**config.mk**
```make
export PLATFORM = sky130hd
export DESIGN_NAME = sbcrg_regs
export DESIGN_NICKNAME = d
export VERILOG_FILES = /design/src/rtl/sbcrg_pkg.sv /design/src/rtl/sbcrg_fo_if.sv /design/src/rtl/sbcrg_fail_out.sv /design/src/rtl/sbcrg_regs.sv
export SDC_FILE = /design/constraint.sdc
export NUM_CORES = 1
export LEC_CHECK = 0
export BUFFER_PORTS_ARGS = -buffer_cell sky130_fd_sc_hd__buf_2
export CAP_MARGIN = 20
export CORE_ASPECT_RATIO = 1.1
export CORE_UTILIZATION = 51
export CTS_BUF_LIST = sky130_fd_sc_hd__clkbuf_8 sky130_fd_sc_hd__clkbuf_16
export DETAILED_ROUTE_END_ITERATION = 12
export GPL_TIMING_DRIVEN = 1
export MAX_ROUTING_LAYER = met4
export PLACE_DENSITY = 0.77
export SYNTH_ARGS = -nofsm -noshare
export SYNTH_HDL_FRONTEND = slang
export SYNTH_SLANG_ARGS = --single-unit
export TNS_END_PERCENT = 10
```
**constraint.sdc**
```tcl
create_clock -name core_clk_i -period 1.9 [get_ports core_clk_i]
set_input_delay 0.38 -clock core_clk_i [delete_from_list [all_inputs] [get_ports core_clk_i]]
set_output_delay 0.38 -clock core_clk_i [all_outputs]
set_load 0.05 [all_outputs]
```
**src/rtl/sbcrg_pkg.sv**
```systemverilog
package sbcrg_pkg;
    // ------------------------------------------------------------
    // Register map and field layout
    // ------------------------------------------------------------
    localparam logic [6:0] ADDR_MODE_SUPPLY = 7'h01;
    localparam logic [6:0] ADDR_HW_CTRL_ZERO = 7'h02;

    localparam logic [7:0] MS_POR_VALUE = 8'h00;
    localparam logic [7:0] HW_POR_VALUE = 8'h00;
    localparam logic [7:0] MS_WRITE_MASK = 8'hdf;
    localparam logic [7:0] HW_WRITE_MASK = 8'h65;
    localparam logic [7:0] MS_RESTART_KEEP = 8'h03;
    localparam logic [7:0] HW_RESTART_KEEP = 8'h45;

    localparam int MS_MODE_LSB = 6;
    localparam int MS_AUX_LSB = 3;
    localparam int MS_OV_RESTART_BIT = 2;
    localparam int MS_THRESH_LSB = 0;
    localparam int HW_SOFT_PIN_BIT = 6;
    localparam int HW_FORCE_BIT = 5;
    localparam int HW_CP_BIT = 2;
    localparam int HW_WD_SEL_BIT = 0;

    // ------------------------------------------------------------
    // Codes
    // ------------------------------------------------------------
    localparam logic [1:0] MODE_NORMAL = 2'h0;
    localparam logic [1:0] MODE_SLEEP = 2'h1;
    localparam logic [1:0] MODE_STOP = 2'h2;
    localparam logic [1:0] MODE_SOFT_RESET = 2'h3;

    localparam logic [1:0] AUX_OFF = 2'h0;
    localparam logic [1:0] AUX_ON_NORMAL = 2'h1;
    localparam logic [1:0] AUX_ON_NORMAL_STOP = 2'h2;
    localparam logic [1:0] AUX_ALWAYS_ON = 2'h3;
    localparam logic [1:0] AUX_DEV_POR_VALUE = 2'h3;

    localparam logic [1:0] WD_FAIL_ONE = 2'h1;
    localparam logic [1:0] WD_FAIL_TWO = 2'h2;

    // Strap sampled once both synchroniser stages are loaded
    localparam logic [1:0] INIT_APPLY_COUNT = 2'h2;
    localparam logic [1:0] INIT_DONE_COUNT = 2'h3;

    typedef enum logic [2:0] {
        ST_NORMAL = 3'b001,
        ST_SLEEP = 3'b010,
        ST_STOP = 3'b100
    } sbcrg_state_type;
endpackage : sbcrg_pkg

```
**src/rtl/sbcrg_fo_if.sv**
```systemverilog
`timescale 1ns/1ps
`default_nettype none
interface sbcrg_fo_if;
    logic force_req;
    logic pin_is_fail_out;
    logic failure_active;
    logic fail_output;

    modport ctrl (output force_req, output pin_is_fail_out, output failure_active, input fail_output);
    modport drv (input force_req, input pin_is_fail_out, input failure_active, output fail_output);
endinterface : sbcrg_fo_if
`default_nettype wire

```
**src/rtl/sbcrg_fail_out.sv**
```systemverilog
`timescale 1ns/1ps
`default_nettype none
module sbcrg_fail_out
    import sbcrg_pkg::*;
(
    input wire logic core_clk_i, // System clock
    input wire logic rst_b_i,    // Async reset, active low
    sbcrg_fo_if.drv fo           // Fail output request and result
);
    typedef struct packed {
        logic fail_out;
    } sbcrg_fo_state_type;

    sbcrg_fo_state_type s_q;
    sbcrg_fo_state_type s_d;

    // ------------------------------------------------------------
    // Fail output combine
    // ------------------------------------------------------------
    // Failure term stands alone so dropping the force never releases it
    always_comb begin
        s_d = s_q;
        s_d.fail_out = fo.failure_active | (fo.force_req & fo.pin_is_fail_out); // RULE13 RULE14
    end

    always_ff @(posedge core_clk_i or negedge rst_b_i) begin
        if (!rst_b_i) begin
            s_q <= '0;
        end else begin
            s_q <= s_d;
        end
    end

    assign fo.fail_output = s_q.fail_out;
endmodule : sbcrg_fail_out
`default_nettype wire

```
**src/rtl/sbcrg_regs.sv**
```systemverilog
`timescale 1ns/1ps
`default_nettype none
// Contract
// RULE1: Mode field selects normal, sleep, stop, soft reset
// RULE2: Stop never goes directly to sleep
// RULE3: Stop to normal ignores bits 4:0, flags error
// RULE4: Restart rewrites mode field to normal
// RULE5: Restart or overtemperature switches auxiliary supply off
// RULE6: Auxiliary supply mode field encodes four modes
// RULE7: Write returns the previously programmed content
// RULE8: Development mode powers up auxiliary supply on
// RULE9: Overvoltage sets flag; restart only if enabled
// RULE10: Threshold field selects one of four thresholds
// RULE11: Reserved bits always read zero
// RULE12: Soft-reset pin bit gates reset output pulse
// RULE13: Force bit drives fail output if configured
// RULE14: Only clearing failure releases failure-driven output
// RULE15: Restart clears force bit, releases forced output
// RULE16: Charge-pump bit switches charge-pump output
// RULE17: Watchdog select picks first or second failure
// RULE18: Soft reset keeps locked bits, else power-on
// RULE19: Restart clears mode register except threshold
// RULE20: Restart keeps hardware bits 6, 2, 0
// RULE21: Command bit 7 selects write or read
// RULE22: Locked bits refuse writes while lock set
// RULE23: Every register update lands whole per byte
module sbcrg_regs
    import sbcrg_pkg::*;
#(
    parameter int RST_LOW_CYCLES = 16 // Reset output low time after soft reset
) (
    input wire logic core_clk_i,              // System clock, 50 MHz
    input wire logic rst_b_i,                 // Power-on reset, async, active low
    input wire logic cmd_valid_i,             // One command byte pair present
    input wire logic cmd_write_i,             // Command bit 7: 1 write, 0 read
    input wire logic [6:0] cmd_addr_i,        // Register address
    input wire logic [7:0] cmd_data_i,        // Write data byte
    output logic rsp_valid_o,                 // Response byte valid, one cycle
    output logic [7:0] rsp_data_o,            // Content before the command
    output logic spi_error_o,                 // Pulse: ignored stop-to-normal change
    input wire logic dev_mode_pin_i,          // Development mode strap pin
    input wire logic init_mode_i,             // Device in init mode
    input wire logic restart_mode_i,          // Device in restart mode
    input wire logic failsafe_mode_i,         // Device in fail-safe mode
    input wire logic overtemp_i,              // Pulse: overtemperature event
    input wire logic main_ov_i,               // Pulse: main supply overvoltage
    input wire logic ov_flag_clr_i,           // Pulse: clear overvoltage flag
    input wire logic wd_trig_fail_i,          // Pulse: watchdog trigger failure
    input wire logic lock_zero_i,             // Lock zero set
    input wire logic lock_one_i,              // Lock one set
    input wire logic fail_pin_cfg_i,          // Pin configured as fail output
    input wire logic failure_active_i,        // Failure flag holding fail output
    output logic [2:0] sbc_mode_o,            // One-hot normal, sleep, stop
    output logic soft_reset_o,                // Pulse: soft reset executed
    output logic reset_output_n_o,            // Reset output, active low
    output logic [1:0] aux_supply_mode_o,     // Auxiliary supply mode field
    output logic aux_supply_on_o,             // Auxiliary supply enabled
    output logic main_overvoltage_flag_o,     // Sticky overvoltage flag
    output logic main_ov_escalate_o,          // Pulse: overvoltage restart request
    output logic [1:0] main_reset_threshold_o,// Reset threshold select
    output logic charge_pump_o,               // Charge pump enable
    output logic wd_escalate_o,               // Pulse: watchdog restart request
    output logic fail_output_o                // Fail output, active high
);
    localparam int CNT_W = $clog2(RST_LOW_CYCLES + 1);

    if (RST_LOW_CYCLES < 1) begin : g_bad_rst_low
        $error("RST_LOW_CYCLES must be at least one");
    end

    typedef struct packed {
        logic [7:0] ms;
        logic [7:0] hw;
        sbcrg_state_type st;
        logic rsp_valid;
        logic [7:0] rsp_data;
        logic spi_err;
        logic ov_flag;
        logic ov_esc;
        logic [1:0] wd_cnt;
        logic wd_esc;
        logic [CNT_W-1:0] rst_cnt;
        logic rst_n;
        logic soft_pulse;
        logic aux_on;
        logic restart_prev;
        logic [1:0] init_cnt;
        logic dev_s1;
        logic dev_s2;
    } sbcrg_regs_state_type;

    sbcrg_regs_state_type s_q;
    sbcrg_regs_state_type s_d;

    logic wr_ms;
    logic wr_hw;
    logic soft_cmd;
    logic restart_entry;
    logic [7:0] ms_wdata;
    logic [1:0] wr_mode;

    // ------------------------------------------------------------
    // Command decode
    // ------------------------------------------------------------
    assign wr_ms = cmd_valid_i & cmd_write_i & (cmd_addr_i == ADDR_MODE_SUPPLY); // RULE21
    assign wr_hw = cmd_valid_i & cmd_write_i & (cmd_addr_i == ADDR_HW_CTRL_ZERO); // RULE21
    assign ms_wdata = cmd_data_i & MS_WRITE_MASK; // RULE11
    assign wr_mode = ms_wdata[MS_MODE_LSB +: 2];
    assign soft_cmd = wr_ms & (wr_mode == MODE_SOFT_RESET); // RULE1
    // Restart is level from the mode logic; act once on its rising edge
    assign restart_entry = restart_mode_i & ~s_q.restart_prev;

    sbcrg_fo_if fo_bus ();

    assign fo_bus.force_req = s_q.hw[HW_FORCE_BIT];
    assign fo_bus.pin_is_fail_out = fail_pin_cfg_i;
    assign fo_bus.failure_active = failure_active_i;

    sbcrg_fail_out u_fail_out (
        .core_clk_i(core_clk_i),
        .rst_b_i(rst_b_i),
        .fo(fo_bus.drv)
    );

    // ------------------------------------------------------------
    // Next state
    // ------------------------------------------------------------
    // All updates build s_d and land in one edge, so a read sees whole bytes
    always_comb begin // RULE23
        s_d = s_q;
        s_d.dev_s1 = dev_mode_pin_i;
        s_d.dev_s2 = s_q.dev_s1;
        s_d.restart_prev = restart_mode_i;
        s_d.rsp_valid = 1'b0;
        s_d.spi_err = 1'b0;
        s_d.ov_esc = 1'b0;
        s_d.wd_esc = 1'b0;
        s_d.soft_pulse = 1'b0;

        if (s_q.init_cnt != INIT_DONE_COUNT) begin
            s_d.init_cnt = s_q.init_cnt + 2'h1;
        end
        if (s_q.init_cnt == INIT_APPLY_COUNT && s_q.dev_s2) begin
            s_d.ms[MS_AUX_LSB +: 2] = AUX_DEV_POR_VALUE; // RULE8
        end

        if (s_q.rst_cnt != '0) begin
            s_d.rst_cnt = s_q.rst_cnt - CNT_W'(1);
        end

        if (cmd_valid_i) begin
            s_d.rsp_valid = 1'b1;
            if (cmd_addr_i == ADDR_MODE_SUPPLY) begin
                s_d.rsp_data = s_q.ms; // RULE7
            end else if (cmd_addr_i == ADDR_HW_CTRL_ZERO) begin
                s_d.rsp_data = s_q.hw; // RULE7
            end else begin
                s_d.rsp_data = 8'h00;
            end
        end

        if (soft_cmd) begin
            // Soft reset switches the auxiliary supply off even in development mode
            s_d.ms = MS_POR_VALUE; // RULE8 RULE18
            s_d.hw = HW_POR_VALUE; // RULE18
            if (lock_one_i) begin
                s_d.hw[HW_SOFT_PIN_BIT] = s_q.hw[HW_SOFT_PIN_BIT]; // RULE18
            end
            if (lock_zero_i) begin
                s_d.hw[HW_CP_BIT] = s_q.hw[HW_CP_BIT]; // RULE18
            end
            s_d.st = ST_NORMAL;
            s_d.wd_cnt = 2'h0;
            s_d.soft_pulse = 1'b1;
            if (!s_q.hw[HW_SOFT_PIN_BIT]) begin
                s_d.rst_cnt = CNT_W'(RST_LOW_CYCLES); // RULE12
            end
        end else if (wr_ms) begin
            if (s_q.st == ST_STOP && wr_mode == MODE_SLEEP) begin
                s_d.ms = {s_q.ms[7:6], 1'b0, ms_wdata[4:0]}; // RULE2
            end else if (s_q.st == ST_STOP && wr_mode == MODE_NORMAL) begin
                s_d.ms = {MODE_NORMAL, s_q.ms[5:0]}; // RULE3
                s_d.st = ST_NORMAL; // RULE3
                s_d.spi_err = (ms_wdata[4:0] != s_q.ms[4:0]); // RULE3
            end else begin
                s_d.ms = ms_wdata; // RULE1 RULE6 RULE10
                case (wr_mode)
                    MODE_SLEEP: begin
                        s_d.st = ST_SLEEP; // RULE1
                    end
                    MODE_STOP: begin
                        s_d.st = ST_STOP; // RULE1
                    end
                    default: begin
                        s_d.st = ST_NORMAL; // RULE1
                    end
                endcase
            end
        end

        if (wr_hw) begin
            s_d.hw = cmd_data_i & HW_WRITE_MASK; // RULE11 RULE16 RULE17
            if (lock_one_i) begin
                s_d.hw[HW_SOFT_PIN_BIT] = s_q.hw[HW_SOFT_PIN_BIT]; // RULE22
            end
            if (lock_zero_i) begin
                s_d.hw[HW_CP_BIT] = s_q.hw[HW_CP_BIT]; // RULE22
            end
        end

        if (main_ov_i) begin
            s_d.ov_flag = 1'b1; // RULE9
            s_d.ov_esc = s_q.ms[MS_OV_RESTART_BIT]; // RULE9
        end else if (ov_flag_clr_i) begin
            s_d.ov_flag = 1'b0;
        end

        if (wd_trig_fail_i) begin
            if ((s_q.wd_cnt + 2'h1) >= (s_q.hw[HW_WD_SEL_BIT] ? WD_FAIL_ONE : WD_FAIL_TWO)) begin
                s_d.wd_esc = 1'b1; // RULE17
                s_d.wd_cnt = 2'h0;
            end else begin
                s_d.wd_cnt = s_q.wd_cnt + 2'h1;
            end
        end

        // Hardware clears win over a software write in the same cycle
        if (overtemp_i) begin
            s_d.ms[MS_AUX_LSB +: 2] = AUX_OFF; // RULE5
        end

        if (restart_entry) begin
            s_d.ms = s_d.ms & MS_RESTART_KEEP; // RULE4 RULE5 RULE19
            s_d.hw = s_d.hw & HW_RESTART_KEEP; // RULE15 RULE20
            s_d.st = ST_NORMAL; // RULE4
            s_d.wd_cnt = 2'h0;
        end

        s_d.rst_n = (s_d.rst_cnt == '0); // RULE12

        case (s_q.ms[MS_AUX_LSB +: 2])
            AUX_ON_NORMAL: begin
                s_d.aux_on = (s_q.st == ST_NORMAL) & ~restart_mode_i & ~failsafe_mode_i; // RULE6
            end
            AUX_ON_NORMAL_STOP: begin
                s_d.aux_on = (s_q.st != ST_SLEEP) & ~restart_mode_i & ~failsafe_mode_i; // RULE6
            end
            AUX_ALWAYS_ON: begin
                s_d.aux_on = ~restart_mode_i & ~failsafe_mode_i & ~(init_mode_i & ~s_q.dev_s2); // RULE6
            end
            default: begin
                s_d.aux_on = 1'b0; // RULE6
            end
        endcase
    end

    always_ff @(posedge core_clk_i or negedge rst_b_i) begin
        if (!rst_b_i) begin
            s_q <= '0;
            s_q.st <= ST_NORMAL;
            s_q.rst_n <= 1'b1;
        end else begin
            s_q <= s_d;
        end
    end

    // ------------------------------------------------------------
    // Outputs
    // ------------------------------------------------------------
    assign rsp_valid_o = s_q.rsp_valid;
    assign rsp_data_o = s_q.rsp_data;
    assign spi_error_o = s_q.spi_err;
    assign sbc_mode_o = s_q.st;
    assign soft_reset_o = s_q.soft_pulse;
    assign reset_output_n_o = s_q.rst_n;
    assign aux_supply_mode_o = s_q.ms[MS_AUX_LSB +: 2];
    assign aux_supply_on_o = s_q.aux_on;
    assign main_overvoltage_flag_o = s_q.ov_flag;
    assign main_ov_escalate_o = s_q.ov_esc;
    assign main_reset_threshold_o = s_q.ms[MS_THRESH_LSB +: 2]; // RULE10
    assign charge_pump_o = s_q.hw[HW_CP_BIT]; // RULE16
    assign wd_escalate_o = s_q.wd_esc;
    assign fail_output_o = fo_bus.fail_output;
endmodule : sbcrg_regs
`default_nettype wire

```
==> flow_summary.yaml <==
floorplan:
  die_y_um: 73.0
  io_pins: 56
  core_area_um2: 4350
  std_cell_rows: 25
  die_area_um2: 4860
  die_w_um: 66.6
  start_util_pct: 53.8
worst_setup_path:
  r2r_cells: 4
  startpoint: "sbc_mode_o[1]$_DFFE_PN0P_"
  path_buf_inv: 0
  path_delay_family: "compound AO/OA/AOI/OAI gates"
  ff2ff_setup_slack_ps: 320
  endpoint_kind: "register"
  crit_chain: "nand4bb_1, o2111a_2, a311oi_1, nor4_1"
  critPathMaxFanout: 7
  worst_ep_arrival_time_ps: 1760
  crit_type: "register to register"
  r2r_end: "aux_supply_mode_o[0]$_DFFE_PN0P_"
  max_stage_delay_ps: 450
  timing.rr.start: "sbc_mode_o[1]$_DFFE_PN0P_"
  cp-start-kind: "register"
  required_ps: 2070
  crit_path_top_delay_cell: "dfrtp_1"
synth:
  synth_area_per_cell_um2: 10.1
  ys.flop_type: "dfrtp_1"
  synth_nets: 275
  syn_inst: 231
  seq_area_frac_synth_pct: 46.1
  synth_cell_types: 43
  synthArstFlopShare_pct: 100
  synth_edf_count: 0
  synth_seq_cells: 43
  yosys_warnings: 0
  netlist_area_um2: 2340
global_routing:
  grt_pass1_vias: 1744
  busiest_layer: "met2"
  grt_max_degree: 22
  grt.overflow.total: 0
  grt_use_met3_pct: 5.63
  track_usage_pct: 22.7
  use_met1_pct: 29.8
  grt_pass1_wl_mm: 7.93
  use_met2_pct: 33.9
  antenna_found_initial: 0
cells_and_area:
  drive_above_1_share_pct: 29.0
  diodes: 0
  utilization_pct: 63.1
  mostFrequentLayoutCell: "buf_2"
  n_fill_cell: 365
  final_cell_mix: "55 x buf_2, 41 x dfrtp_1, 17 x inv_1"
  nets: 329
  area_growth_pct: 17.3
  design_area_um2: 2740
timing:
  fin_hold_ws_ps: 22.2
  relSlewSlack_pct: 70.5
  slew_violations: 0
  fin_crit_sh_pct: 83.3
  tightest_slew_ps: 442
  post-route-min-period_ps: 1580
  max_freq_mhz: 632
  final.setup.tns_ps: 0
  hold_viol_final: 0
  setup_ws_ps: 317
  finClkSkew_ps: 3.11
  rsz0062_at_grt: "false"
  setup_violations: 0
clocking:
  clk_latency_ps: 290
  cts_buffer_depth: 2
  clock-sinks: 43
  worst_setup_hold_path_clk_slew_ps: 80
  root_buffer: "clkbuf_8"
  tritoncts: "built"
  cts_setup_buffers: 0
  cts_max_level: 2
  cts_buffers: 5
power_and_ir_drop:
  p_leak_nw: 1.34
  p_per_area_nw_per_um2: 894
  ir_drop_mv: 0.614
routing:
  drtIter0Drc: 141
  vias_per_cell: 5.53
  wl_mm: 4.87
  num_vias: 1879
  post_drt_wl_per_cell_um: 14.3
  drc: 0
  ant_nets: 0
  dr.pass1.iters: 4
min_path:
  hold_class: "primary input to async pin"
place:
  place_hpwl_mm: 3.82
  port_buffers: 55
  placed_area_um2: 2630
  gp_congestion: 0.872
  post-place-ws_ps: 129
run_status:
  status: "completed"
run:
  maxCapViolCount: 0
power by group:
group	total, mW	internal (mW)	switching, mW
Clock	0.680	0.383	0.297
Combinational	0.670	0.272	0.398
Sequential	1.10	1.02	0.0877
per-stage QoR:
step	total power, mW	std cells
final	2.45	340
after global routing	2.61	340
after CTS	2.45	340
after detailed placement	1.78	332
after global placement	1.75	332
after floorplan	1.60	231
repair_timing:
action | in CTS | in global routing
hold buffers | 0 | 0
endpoints found under the hold margin | 0 | 0
gates resized for setup | 0 | 1
endpoints found under the setup margin | 0 | 1
cell families (layout without fill, tap and decap cells):
group | after synthesis | after routing | synth area share (%)
buffers and inverters | 33 | 88 | 7.76
xor gates and xnor gates | 8 | 8 | 3.00
and+or+nand+nor | 82 | 82 | 22.1
AOI/OAI and AO/OA | 52 | 52 | 14.1
adders and majority gates | 13 | 13 | 6.96
DFF | 43 | 43 | 46.1
layer usage:
metal / part of all wire (%) / up-vias
met2: 48 / 73
met1: 46 / 888
li1: - / 914
met3: 6.0 / 4
met4: 0.86 / 0
met5: 0 / -
layout make-up:
cell class | count | area, µm² | share of cell area [%]
well taps | 54 | 67.6 | 2.46
inverters | 15 | 56.3 | 2.05
flip-flops and latches | 43 | 1080 | 39.3
clock inverters | 3 | 37.5 | 1.37
multi-input cells | 155 | 1080 | 39.5
clock buffers | 5 | 68.8 | 2.51
repair buffers | 65 | 350 | 12.8
worst max path at each step:
| stage | end | slack (ps) | cells after the start |
|---|---|---|---|
| 6_report | aux_supply_mode_o[0]$_DFFE_PN0P_ | 320 | 4 |
| 5_1_grt | reset_output_n_o$_DFF_PN1_ | 120 | 6 |
| 4_1_cts | s_q[9]$_DFF_PN0_ | 250 | 6 |
| 3_5_place_dp | aux_supply_mode_o[0]$_DFFE_PN0P_ | 130 | 7 |
| 3_3_place_gp | s_q[41]$_DFFE_PN0P_ | 160 | 6 |
| 2_1_floorplan | s_q[37]$_DFFE_PN0P_ | 340 | 4 |
state kept, by name, summed over array words and instances (netlist names), 2 cells and up:
| signal | flops |
|---|---|
| aux_supply_mode_o | 2 |
| rsp_data_o | 8 |
| main_reset_threshold_o | 2 |
| s_q | 16 |
| sbc_mode_o | 3 |
synth_stat cells (3+ instances only):
library cell   n  area, µm²
nand3_1       12       60.1
nor2b_1        6       37.5
nor4_1         3       18.8
buf_4         15        113
o21ai_0       16       80.1
inv_1         15       56.3
nand2b_1       5       31.3
nor2_1        14       52.6
o21bai_1       3       22.5
a21oi_1       14       70.1
xnor2_1        5       43.8
nand2_1       16       60.1
a22oi_1        6       45.0
ha_1          13        163
dfrtp_1       41       1030
xor2_1         3       26.3
nor3_1         5       25.0
nand3b_1       4       30.0
Power figures use the tool's default switching activity.
